$ cat src/verilog/scs_map.vh
`ifndef SCS_MAP_VH
`define SCS_MAP_VH

// resolution of the converter
`define SCS_RES_BITS        16
// system clock rate in hertz
`define SCS_CLK_HZ          20000000
// highest back-to-back conversion rate in samples per second
`define SCS_MAX_RATE_SPS    1000000
// clocks available per sample at the highest rate (rounded down)
`define SCS_SAMPLE_CYCLES   (`SCS_CLK_HZ / `SCS_MAX_RATE_SPS)
// clocks spent on each bit decision
`define SCS_BIT_CYCLES      1

// straight binary reference codes
`define SCS_CODE_ZERO       16'h0000
`define SCS_CODE_MID        16'h8000
`define SCS_CODE_FULL       16'hffff

// state codes, one-hot
`define SCS_ST_W            5
`define SCS_ST_ACQ          5'h01
`define SCS_ST_OPEN         5'h02
`define SCS_ST_DISC         5'h04
`define SCS_ST_CONV         5'h08
`define SCS_ST_DONE         5'h10

`endif

$ cat src/verilog/scs_sequencer.v
`timescale 1ns/1ps
`include "scs_map.vh"

// How it works
// - start rising edge ends acquisition, begins conversion
// - open short switches, then ground both arrays
// - sixteen weighted trials, msb first, one decision each
// - afterwards reacquire, publish code, flag conversion end
// - own clock times conversion; serial clock ignored
// - result is sixteen-bit straight binary
// - overrange input gives all ones
// - underrange input gives all zeros
// - result belongs to its own start edge
// - low-power state between conversions
// - back-to-back conversions every 21 clocks, just short of one megasample
// - started conversion ignores later start activity
// - cs mode busy only if start/serial low
module scs_sequencer #(
	parameter RES_BITS   = `SCS_RES_BITS,
	parameter BIT_CYCLES = `SCS_BIT_CYCLES
) (
	input  wire                SYS_CLK,
	input  wire                RST_N,
	input  wire                CONVERSION_START_INPUT,
	input  wire                SERIAL_IN_MODE_SELECT,
	input  wire                COMP_DECISION,
	input  wire                OVER_RANGE,
	input  wire                UNDER_RANGE,
	output reg                 POSITIVE_ARRAY_SHORT_SWITCH,
	output reg                 NEGATIVE_ARRAY_SHORT_SWITCH,
	output reg                 ARRAY_TO_INPUT,
	output reg                 ARRAY_TO_GROUND,
	output wire [RES_BITS-1:0] DAC_CODE,
	output reg  [RES_BITS-1:0] RESULT,
	output reg                 RESULT_VALID,
	output reg                 BUSY_INDICATOR,
	output reg                 CONVERTING,
	output reg                 POWER_DOWN,
	output reg                 CS_MODE,
	output reg                 START_IGNORED
);

	localparam ST_ACQ  = `SCS_ST_ACQ;
	localparam ST_OPEN = `SCS_ST_OPEN;
	localparam ST_DISC = `SCS_ST_DISC;
	localparam ST_CONV = `SCS_ST_CONV;
	localparam ST_DONE = `SCS_ST_DONE;
	localparam CNT_W   = 8;
	localparam [CNT_W-1:0] BIT_LAST = BIT_CYCLES - 1;

	// synchroniser stages; the first stage feeds only the second
	reg                  start_s1_reg;
	reg                  start_s2_reg;
	reg                  start_s3_reg;
	reg                  serial_s1_reg;
	reg                  serial_s2_reg;
	reg                  over_s1_reg;
	reg                  over_s2_reg;
	reg                  under_s1_reg;
	reg                  under_s2_reg;

	reg [`SCS_ST_W-1:0]  state_reg;
	reg [`SCS_ST_W-1:0]  state_next;
	reg [CNT_W-1:0]      bit_cnt_reg;
	reg [CNT_W-1:0]      bit_cnt_next;
	reg                  sar_start;
	reg                  sar_step;

	wire                 start_rise;
	wire [RES_BITS-1:0]  sar_code;
	wire                 sar_done;
	reg  [RES_BITS-1:0]  result_next;

	// two-flop synchronisers for every pin-side input
	always @(posedge SYS_CLK or negedge RST_N) begin
		if (!RST_N) begin
			start_s1_reg  <= 1'b0;
			start_s2_reg  <= 1'b0;
			start_s3_reg  <= 1'b0;
			serial_s1_reg <= 1'b0;
			serial_s2_reg <= 1'b0;
			over_s1_reg   <= 1'b0;
			over_s2_reg   <= 1'b0;
			under_s1_reg  <= 1'b0;
			under_s2_reg  <= 1'b0;
		end else begin
			start_s1_reg  <= CONVERSION_START_INPUT;
			start_s2_reg  <= start_s1_reg;
			start_s3_reg  <= start_s2_reg;
			serial_s1_reg <= SERIAL_IN_MODE_SELECT;
			serial_s2_reg <= serial_s1_reg;
			over_s1_reg   <= OVER_RANGE;
			over_s2_reg   <= over_s1_reg;
			under_s1_reg  <= UNDER_RANGE;
			under_s2_reg  <= under_s1_reg;
		end
	end

	// edge taken from the settled stages only
	assign start_rise = start_s2_reg & ~start_s3_reg;

	// the approximation register and its trial pointer
	scs_sar_core #(
		.N        (RES_BITS)
	) u_sar (
		.clk      (SYS_CLK),
		.rst_n    (RST_N),
		.start    (sar_start),
		.step     (sar_step),
		.decision (COMP_DECISION),
		.code_reg (sar_code),
		.done_reg (sar_done)
	);

	// trial code drives the array switches straight from the register
	assign DAC_CODE = sar_code;

	// sequencing; only the internal clock advances it, no serial clock
	always @* begin
		state_next   = state_reg;
		bit_cnt_next = bit_cnt_reg;
		sar_start    = 1'b0;
		sar_step     = 1'b0;
		case (state_reg)
			ST_ACQ: begin
				if (start_rise) begin
					state_next = ST_OPEN;
				end
			end
			ST_OPEN: begin
				state_next = ST_DISC;
			end
			ST_DISC: begin
				state_next   = ST_CONV;
				sar_start    = 1'b1;
				bit_cnt_next = {CNT_W{1'b0}};
			end
			ST_CONV: begin
				// start edges are not looked at here
				if (sar_done) begin
					state_next = ST_DONE;
				end else if (bit_cnt_reg == BIT_LAST) begin
					sar_step     = 1'b1;
					bit_cnt_next = {CNT_W{1'b0}};
				end else begin
					bit_cnt_next = bit_cnt_reg + 8'h01;
				end
			end
			ST_DONE: begin
				state_next = ST_ACQ;
			end
			default: begin
				state_next = ST_ACQ;
			end
		endcase
	end

	// clamp at both ends rather than wrap; in range the code is straight binary
	always @* begin
		if (over_s2_reg) begin
			result_next = `SCS_CODE_FULL;
		end else if (under_s2_reg) begin
			result_next = `SCS_CODE_ZERO;
		end else begin
			result_next = sar_code;
		end
	end

	// state and bit timer
	always @(posedge SYS_CLK or negedge RST_N) begin
		if (!RST_N) begin
			state_reg   <= ST_ACQ;
			bit_cnt_reg <= {CNT_W{1'b0}};
		end else begin
			state_reg   <= state_next;
			bit_cnt_reg <= bit_cnt_next;
		end
	end

	// analog switch controls; break before make so the sample is not disturbed
	always @(posedge SYS_CLK or negedge RST_N) begin
		if (!RST_N) begin
			POSITIVE_ARRAY_SHORT_SWITCH <= 1'b1;
			NEGATIVE_ARRAY_SHORT_SWITCH <= 1'b1;
			ARRAY_TO_INPUT              <= 1'b1;
			ARRAY_TO_GROUND             <= 1'b0;
		end else begin
			if (state_reg == ST_ACQ && start_rise) begin
				POSITIVE_ARRAY_SHORT_SWITCH <= 1'b0;
				NEGATIVE_ARRAY_SHORT_SWITCH <= 1'b0;
			end else if (state_reg == ST_OPEN) begin
				ARRAY_TO_INPUT  <= 1'b0;
				ARRAY_TO_GROUND <= 1'b1;
			end else if (state_reg == ST_DONE) begin
				// back to tracking the inputs
				POSITIVE_ARRAY_SHORT_SWITCH <= 1'b1;
				NEGATIVE_ARRAY_SHORT_SWITCH <= 1'b1;
				ARRAY_TO_INPUT              <= 1'b1;
				ARRAY_TO_GROUND             <= 1'b0;
			end
		end
	end

	// result publish; held until the next completion overwrites it
	always @(posedge SYS_CLK or negedge RST_N) begin
		if (!RST_N) begin
			RESULT       <= `SCS_CODE_ZERO;
			RESULT_VALID <= 1'b0;
		end else begin
			RESULT_VALID <= 1'b0;
			if (state_reg == ST_CONV && sar_done) begin
				RESULT       <= result_next;
				RESULT_VALID <= 1'b1;
			end
		end
	end

	// interface mode latched at each accepted start edge
	always @(posedge SYS_CLK or negedge RST_N) begin
		if (!RST_N) begin
			CS_MODE <= 1'b0;
		end else if (state_reg == ST_ACQ && start_rise) begin
			CS_MODE <= serial_s2_reg;
		end
	end

	// busy flag: armed only in cs mode with a select line low at the end
	always @(posedge SYS_CLK or negedge RST_N) begin
		if (!RST_N) begin
			BUSY_INDICATOR <= 1'b0;
		end else if (state_reg == ST_CONV && sar_done) begin
			BUSY_INDICATOR <= CS_MODE & (~start_s2_reg | ~serial_s2_reg);
		end else if (state_reg == ST_ACQ && start_rise) begin
			BUSY_INDICATOR <= 1'b0;
		end
	end

	// activity and standby; idle time draws no switching, so power tracks rate
	always @(posedge SYS_CLK or negedge RST_N) begin
		if (!RST_N) begin
			CONVERTING <= 1'b0;
			POWER_DOWN <= 1'b1;
		end else if (state_reg == ST_ACQ && start_rise) begin
			CONVERTING <= 1'b1;
			POWER_DOWN <= 1'b0;
		end else if (state_reg == ST_DONE) begin
			CONVERTING <= 1'b0;
			POWER_DOWN <= 1'b1;
		end
	end

	// an edge seen while converting is dropped, but reported for diagnosis
	always @(posedge SYS_CLK or negedge RST_N) begin
		if (!RST_N) begin
			START_IGNORED <= 1'b0;
		end else begin
			START_IGNORED <= start_rise & (state_reg != ST_ACQ);
		end
	end

	// one sample costs 2 switch steps, RES_BITS*BIT_CYCLES trials and 2 end
	// steps; at 1 cycle per bit that is 20 clocks, and the ACQ clock that takes
	// the edge makes 21, one more than the sample period at the highest rate, so
	// an edge arriving 20 clocks after the last one lands in DONE and is dropped

endmodule // scs_sequencer

$ cat src/verilog/scs_sar_core.v
`timescale 1ns/1ps
`include "scs_map.vh"

module scs_sar_core #(
	parameter N = `SCS_RES_BITS
) (
	input  wire         clk,
	input  wire         rst_n,
	input  wire         start,
	input  wire         step,
	input  wire         decision,
	output reg  [N-1:0] code_reg,
	output reg          done_reg
);

	reg  [N-1:0] ptr_reg;
	wire [N-1:0] code_next;
	wire [N-1:0] ptr_next;
	wire [N-1:0] ptr_shift;

	assign ptr_shift = {1'b0, ptr_reg[N-1:1]};

	// per-bit update: keep or drop the bit on trial, raise the next one
	genvar i;
	generate
		for (i = 0; i < N; i = i + 1) begin : g_bit
			if (i == N - 1) begin : g_msb
				assign code_next[i] = start ? 1'b1 :
					(step && ptr_reg[i]) ? decision : code_reg[i];
			end else begin : g_low
				assign code_next[i] = start ? 1'b0 :
					(step && ptr_reg[i]) ? decision :
					(step && ptr_reg[i+1]) ? 1'b1 : code_reg[i];
			end
		end
	endgenerate

	// pointer walks from the most significant bit down
	assign ptr_next = start ? {1'b1, {(N-1){1'b0}}} :
		step ? ptr_shift : ptr_reg;

	// done pulses with the edge that resolves the last bit
	always @(posedge clk or negedge rst_n) begin
		if (!rst_n) begin
			code_reg <= {N{1'b0}};
			ptr_reg  <= {N{1'b0}};
			done_reg <= 1'b0;
		end else begin
			code_reg <= code_next;
			ptr_reg  <= ptr_next;
			done_reg <= step & ptr_reg[0] & ~start;
		end
	end

endmodule // scs_sar_core

$ cat config.mk
export PLATFORM = sky130hd
export DESIGN_NAME = scs_sequencer
export DESIGN_NICKNAME = d
export VERILOG_FILES = /design/src/verilog/scs_sequencer.v /design/src/verilog/scs_sar_core.v
export VERILOG_INCLUDE_DIRS = /design/src /design/src/verilog
export SDC_FILE = /design/constraint.sdc
export NUM_CORES = 1
export LEC_CHECK = 0
export ABC_AREA = 1
export BUFFER_PORTS_ARGS = -buffer_cell sky130_fd_sc_hd__buf_4
export CAP_MARGIN = 20
export CORE_MARGIN = 2
export CORE_UTILIZATION = 34
export CTS_CLUSTER_DIAMETER = 120
export DETAILED_ROUTE_END_ITERATION = 10
export GPL_ROUTABILITY_DRIVEN = 0
export PLACE_DENSITY = 0.62
export SLEW_MARGIN = 20
export SYNTH_ARGS = -nofsm -noshare
export SYNTH_HDL_FRONTEND = slang
export SYNTH_SLANG_ARGS = --single-unit
$ cat constraint.sdc
create_clock -name SYS_CLK -period 1.9 [get_ports SYS_CLK]
set_input_delay 0.095 -clock SYS_CLK [delete_from_list [all_inputs] [get_ports SYS_CLK]]
set_output_delay 0.095 -clock SYS_CLK [all_outputs]
set_load 0.02 [all_outputs]
Yosys cells after proc, flatten, opt, wreduce, memory -nomap -nowiden --
Index checks and enable logic that the tools add are counted.
Operators by class: bitwise operators 11, muxes and demuxes 72, div/mod/pow operators 0, reduce and logical (&&, ||, !) cells 44, add/sub/neg operators 1, multipliers 0, equality and inequality tests 10, order comparisons 0, shifts and indexed selects 0
Operators by type and width (count):
- $mux W16 | 4
- $mux W1 | 62
- $reduce_bool A3 Y1 | 15
- $pmux W5 S4 | 1
- $logic_and A1 B1 Y1 | 18
- $mux W8 | 2
- $pmux W8 S2 | 1
- $reduce_bool A2 Y1 | 6
- $mux W5 | 2
- $add A8 B1 Y8 const B | 1
- $logic_not A8 Y1 | 1
- $reduce_and A2 Y1 | 4
- $ne A2 B2 Y1 const B | 3
- $and A1 B1 Y1 | 5
- $eq A5 B1 Y1 const B | 1
- $eq A5 B2 Y1 const B | 1
- $eq A5 B3 Y1 const B | 1
- $eq A5 B4 Y1 const B | 1
- $eq A5 B5 Y1 const B | 1
- $ne A5 B1 Y1 const B | 1
- $not A1 Y1 | 5
- $ne A2 B1 Y1 const B | 1
- $or A1 B1 Y1 | 1
Storage, ports and cells: ROM bits 0, flip-flop bits (word level) 80, bits of input ports 7, logic and storage cells 177, memories kept 0, latch bits 0, output and inout port bits 42, RAM bits 0

Longest topological paths before layout --
word-level depth 8, gate-level depth with buffers 11, mapped depth without buffers 10

By module --
From an unflattened synthesis, not the netlist that was laid out.
Second synthesis, totals: cells, all modules 427, area total of the unflattened synthesis 3644.7 um^2
Modules (own cells, without submodules):
- scs_sequencer | area an instance 2083.2 um^2, sequential area each 1181.1 um^2, cells an instance 243, instances 1
- scs_sar_core | area an instance 1561.5 um^2, sequential area each 825.8 um^2, cells an instance 184, instances 1

Worst setup path after synthesis --
Ideal clock, no wire load.
path kind register to register, start point register bit_cnt_reg[0], end point register bit_cnt_reg[4], stages on the path, launching flop included 11, clock period less this slack 1.482 ns, required time 1.781 ns, setup time 0.119 ns, buffers on the path 1, slack 0.418 ns, arrival 1.363 ns, cell sequence dfrtp_1 inv_1 ha_1 nand2_1 nor2_1 nand2_1 nor2_4 nor2_2 buf_4 nand2_1 nor2_1
Between the ends: longest elaborated chain between the ends 4, elaborated cells on any way between the ends 5, classes of those cells 1 x add/sub; 3 x mux; 1 x reduce/logical
Ends and longest elaborated chain:
- from (decl) | RTL line scs_sequencer.v:64 | reg [CNT_W-1:0] bit_cnt_reg;
- from (signal assigned) | RTL line scs_sequencer.v:173 | bit_cnt_reg <= {CNT_W{1'b0}};
- from (signal assigned) | RTL line scs_sequencer.v:176 | bit_cnt_reg <= bit_cnt_next;
- $add A8 B1 Y8 / $logic_not A8 Y1 (equally long branches) | RTL line scs_sequencer.v:146, scs_sequencer.v:142
- $mux W8 * | RTL line scs_sequencer.v:142 | end else if (bit_cnt_reg == BIT_LAST) begin
- $mux W8 * | RTL line scs_sequencer.v:140 | if (sar_done) begin
- $pmux W8 S2 * | RTL line scs_sequencer.v:124 | case (state_reg)
Mark *: on every way between the ends. The rest lies on a longest branch, timed or not. The select of a mux whose other input is x is not followed. A chain may end at the register's enable or synchronous reset.

Worst setup path after layout --
start point register bit_cnt_reg[0], end point register u_sar.ptr_reg[0]
Between the ends: longest elaborated chain between the ends 5
Ends and longest elaborated chain:
- $logic_not A8 Y1 | RTL line scs_sequencer.v:142
- $mux W1 | RTL line scs_sequencer.v:142
- $mux W1 | RTL line scs_sequencer.v:140
- $mux W1 | RTL line scs_sequencer.v:124
- $reduce_bool A2 Y1 (no line)
- to (signal assigned) | RTL line scs_sar_core.v:46 | ptr_reg <= {N{1'b0}};
- to (signal assigned) | RTL line scs_sar_core.v:50 | ptr_reg <= ptr_next;
- to (decl) | RTL line scs_sar_core.v:16 | reg [N-1:0] ptr_reg;
No other way between the ends.

==> impl_summary.log <==
[metrics] status: finished clean
[metrics] capturing element type of the critical path: flip-flop
[metrics] fmax: 0.586 GHz
[metrics] sequential share of the synthesized area: 55.6%
[metrics] count of different cell masters after synthesis: 23
[metrics] share of synthesized registers carrying an async set or reset: 100%
[metrics] area share of the largest cell type after synthesis: 52.7%
[metrics] top-level I/O count: 49
[metrics] std cell rows: 37
[metrics] global-route wire length before repair: 13,500 um
[metrics] Yosys warnings: 0
[metrics] Max Clock Skew: 0.0147 ns
[metrics] drt first pass iters: 5
[metrics] floorplan die width: 107 um
[metrics] area delta synth->final: 20.9%
[metrics] clock root buffer master: sky130_fd_sc_hd__clkbuf_8
[metrics] Final min period: 1.71 ns
[metrics] mean instance size in the synthesized netlist: 8.33 sq um
[metrics] top-count cell post-synth: sky130_fd_sc_hd__nand2_1
[metrics] peak supply drop: 0.370 mV
[metrics] total global routing track utilization: 14.9%
[metrics] portion of the clock cycle consumed by the worst path in the final layout: 89.8%
[metrics] area of the core: 10,300 sq um
[metrics] Global Route met1 Usage: 21.4%
[metrics] Post-synth EDFFs: 0
[metrics] final cell area excluding filler cells: 4360 sq um
[metrics] 1st-iter DRT viols: 165
[metrics] nets@finish: 498
[metrics] endpoints failing hold: 0
[metrics] detailed-route wire length: 7990 um
[metrics] transition time of the tightest slew-check pin: 0.678 ns
[metrics] final-layout setup total negative slack: 0 ns
[metrics] detail-routed via count per cell: 4.75
[metrics] instance area at placement: 4120 sq um
[metrics] die boundary height: 107 um
[metrics] total chip power: 4.49 mW
[metrics] fraction of final layout cells with drive strength greater than 1: 18.6%
[metrics] worst-case headroom to the max-slew limit: 54.8%
[metrics] number of storage elements in the synthesis netlist: 80
[metrics] buffer count from post-CTS setup fixing: 0
[metrics] Finish-stage setup viols: 0
[metrics] pin count of the biggest net entering global routing: 52
[metrics] number of clock sinks: 80
[metrics] fill cell count: 1,020
[metrics] post-synthesis cell area: 3610 sq um
[metrics] GR Overflow Total: 0
[metrics] max_cap viols: 0
[metrics] number of buffers added on ports: 48
[metrics] Yosys top cell by area: sky130_fd_sc_hd__dfrtp_1
[metrics] global-route layer with the greatest usage: met2
[metrics] leading post-synthesis cells by instance count: sky130_fd_sc_hd__nand2_1 (138), sky130_fd_sc_hd__dfrtp_1 (76), sky130_fd_sc_hd__inv_1 (42), sky130_fd_sc_hd__o21ai_0 (40), sky130_fd_sc_hd__nor2_1 (35)
[metrics] cts repair resizes: 0
[metrics] RSZ-0062 raised after global routing: false
[metrics] maximum fanout along the worst path: 11
[metrics] number of levels in the clock H-tree: 3
[metrics] leading post-synthesis cells by cell area: sky130_fd_sc_hd__dfrtp_1 (53%), sky130_fd_sc_hd__nand2_1 (14%), sky130_fd_sc_hd__o21ai_0 (5.5%)
[metrics] most common flop cell mapped by yosys: sky130_fd_sc_hd__dfrtp_1
[metrics] clock buffers created by TritonCTS: 9
[metrics] worst setup path class: flip-flop to flip-flop
[metrics] leakage power total: 2.41 nW
[metrics] Post-Syn Nets: 442
[metrics] number of antenna violations at the first check in global routing: 0
[metrics] placed wire-length estimate after detailed placement: 5700 um
[metrics] Die ar.: 11,500 sq um
[metrics] number of remaining DRC errors: 0
[metrics] Placement Setup Slack: 0.216 ns
[metrics] detail-routed net length per standard cell: 12.7 um
[metrics] GRT met2 Usage: 21.8%
[metrics] setup slack of the critical path after layout: 0.194 ns
[metrics] total inserted antenna cells: 0
[metrics] startpoint types: flip-flop
[metrics] grt met3 use: 2.55%
[metrics] Max Transition Viols Final: 0
[metrics] required time of the critical path: 2.17 ns
[metrics] Min-Delay Path Class: primary input to flip-flop
[metrics] vias in the first global route: 2,797
[metrics] number of instances in the synthesized netlist: 433
[metrics] effective utilization at floorplan: 35.0%
[metrics] ratio of total power to cell area: 1030 nW/um^2
[metrics] post-detailed-route count of antenna-violating nets: 0
[metrics] signal arrival time at the worst endpoint: 1.98 ns
[metrics] clock-pin slew on the worst setup and hold paths: 0.09 ns
[metrics] clock insertion delay at the later pin of the skew report: 0.36 ns
[metrics] clock tree from TritonCTS: yes
[metrics] number of buffers on the longest clock path: 2
[metrics] via count: 2,995
[through the flow]
stage                     util (%)  instances  hold slack (ns)
after floorplan                  -        433           -0.201
after global placement        39.9        609            0.176
after detailed placement      39.9        609            0.172
after CTS                     42.2        630           0.0149
after global routing          42.2        630           0.0292
final                         42.2        630           0.0252
[report_power, final]
part | switching [mW] | internal [mW]
clock network | 0.609 | 0.608
logic | 0.726 | 0.431
registers | 0.173 | 1.94
[worst max-delay path, cell delays in order (launching register included)]
cell,delay (ns)
sky130_fd_sc_hd__dfrtp_1,0.37
sky130_fd_sc_hd__inv_1,0.08
sky130_fd_sc_hd__ha_1,0.24
sky130_fd_sc_hd__nand2_1,0.08
sky130_fd_sc_hd__nor2_1,0.05
sky130_fd_sc_hd__nand2_1,0.09
sky130_fd_sc_hd__nor2_4,0.08
sky130_fd_sc_hd__nor2_2,0.38
sky130_fd_sc_hd__inv_1,0.10
sky130_fd_sc_hd__o21ai_0,0.16
[metal layers]
metal	routed length [um]	vias to the layer above	share of wire, %
met5	0	-	0
met1	4010	1431	50
met2	3480	60	44
li1	-	1490	-
met3	330	14	4.1
met4	167	0	2.1
[cell families after synthesis]
group                    share of synthesized area [%]
adder cells (fa/ha/maj)                          0.693
buffers and inverters                             7.35
flip-flops                                        55.6
AO/OA/AOI/OAI                                     9.08
AND/OR/NAND/NOR                                   27.3
[layout by cell type (no fill, tap or decap), drive strengths merged, types with 2 or more instances in the layout]
cell         synthesis  layout
a21oi               24      24
buf                  9      54
clkbuf               5      11
clkinv               1       3
dfrtp               76      76
dfstp                4       4
dlygate4sd3          0       5
ha                   2       2
inv                 47      48
nand2              143     143
nand3               31      31
nand4                7       7
nor2                42      42
o21ai               40      40
[repair_timing]
item,4_1_cts,5_1_grt
hold endpoints to repair,50,0
setup endpoints to repair,0,0
hold buffers,5,0
[path summary, 6_finish.rpt]
path | from | end | slack [ns] | cells past startpoint
max reg2reg | bit_cnt_reg[0] | u_sar.ptr_reg[0] | 0.19 | 9
max in group asynchronous | RST_N | u_sar.ptr_reg[13] | 0.98 | 3
min | COMP_DECISION | u_sar.code_reg[8] | 0.03 | 3
max | bit_cnt_reg[0] | u_sar.ptr_reg[0] | 0.19 | 9
min in group asynchronous | RST_N | over_s2_reg | 0.31 | 2
min reg2reg | over_s1_reg | over_s2_reg | 0.36 | 0
[area by class of cell]
type	instances	area, sq um	area share, %
clock buffer	11	131	3.01
clock inverter	5	56.3	1.29
inverter	48	180	4.13
multi-input combinational	291	1340	30.6
sequential	80	2010	46.0
tap	136	170	3.90
timing repair buffer	59	480	11.0
Note: power is estimated with default switching activity, not from simulation.
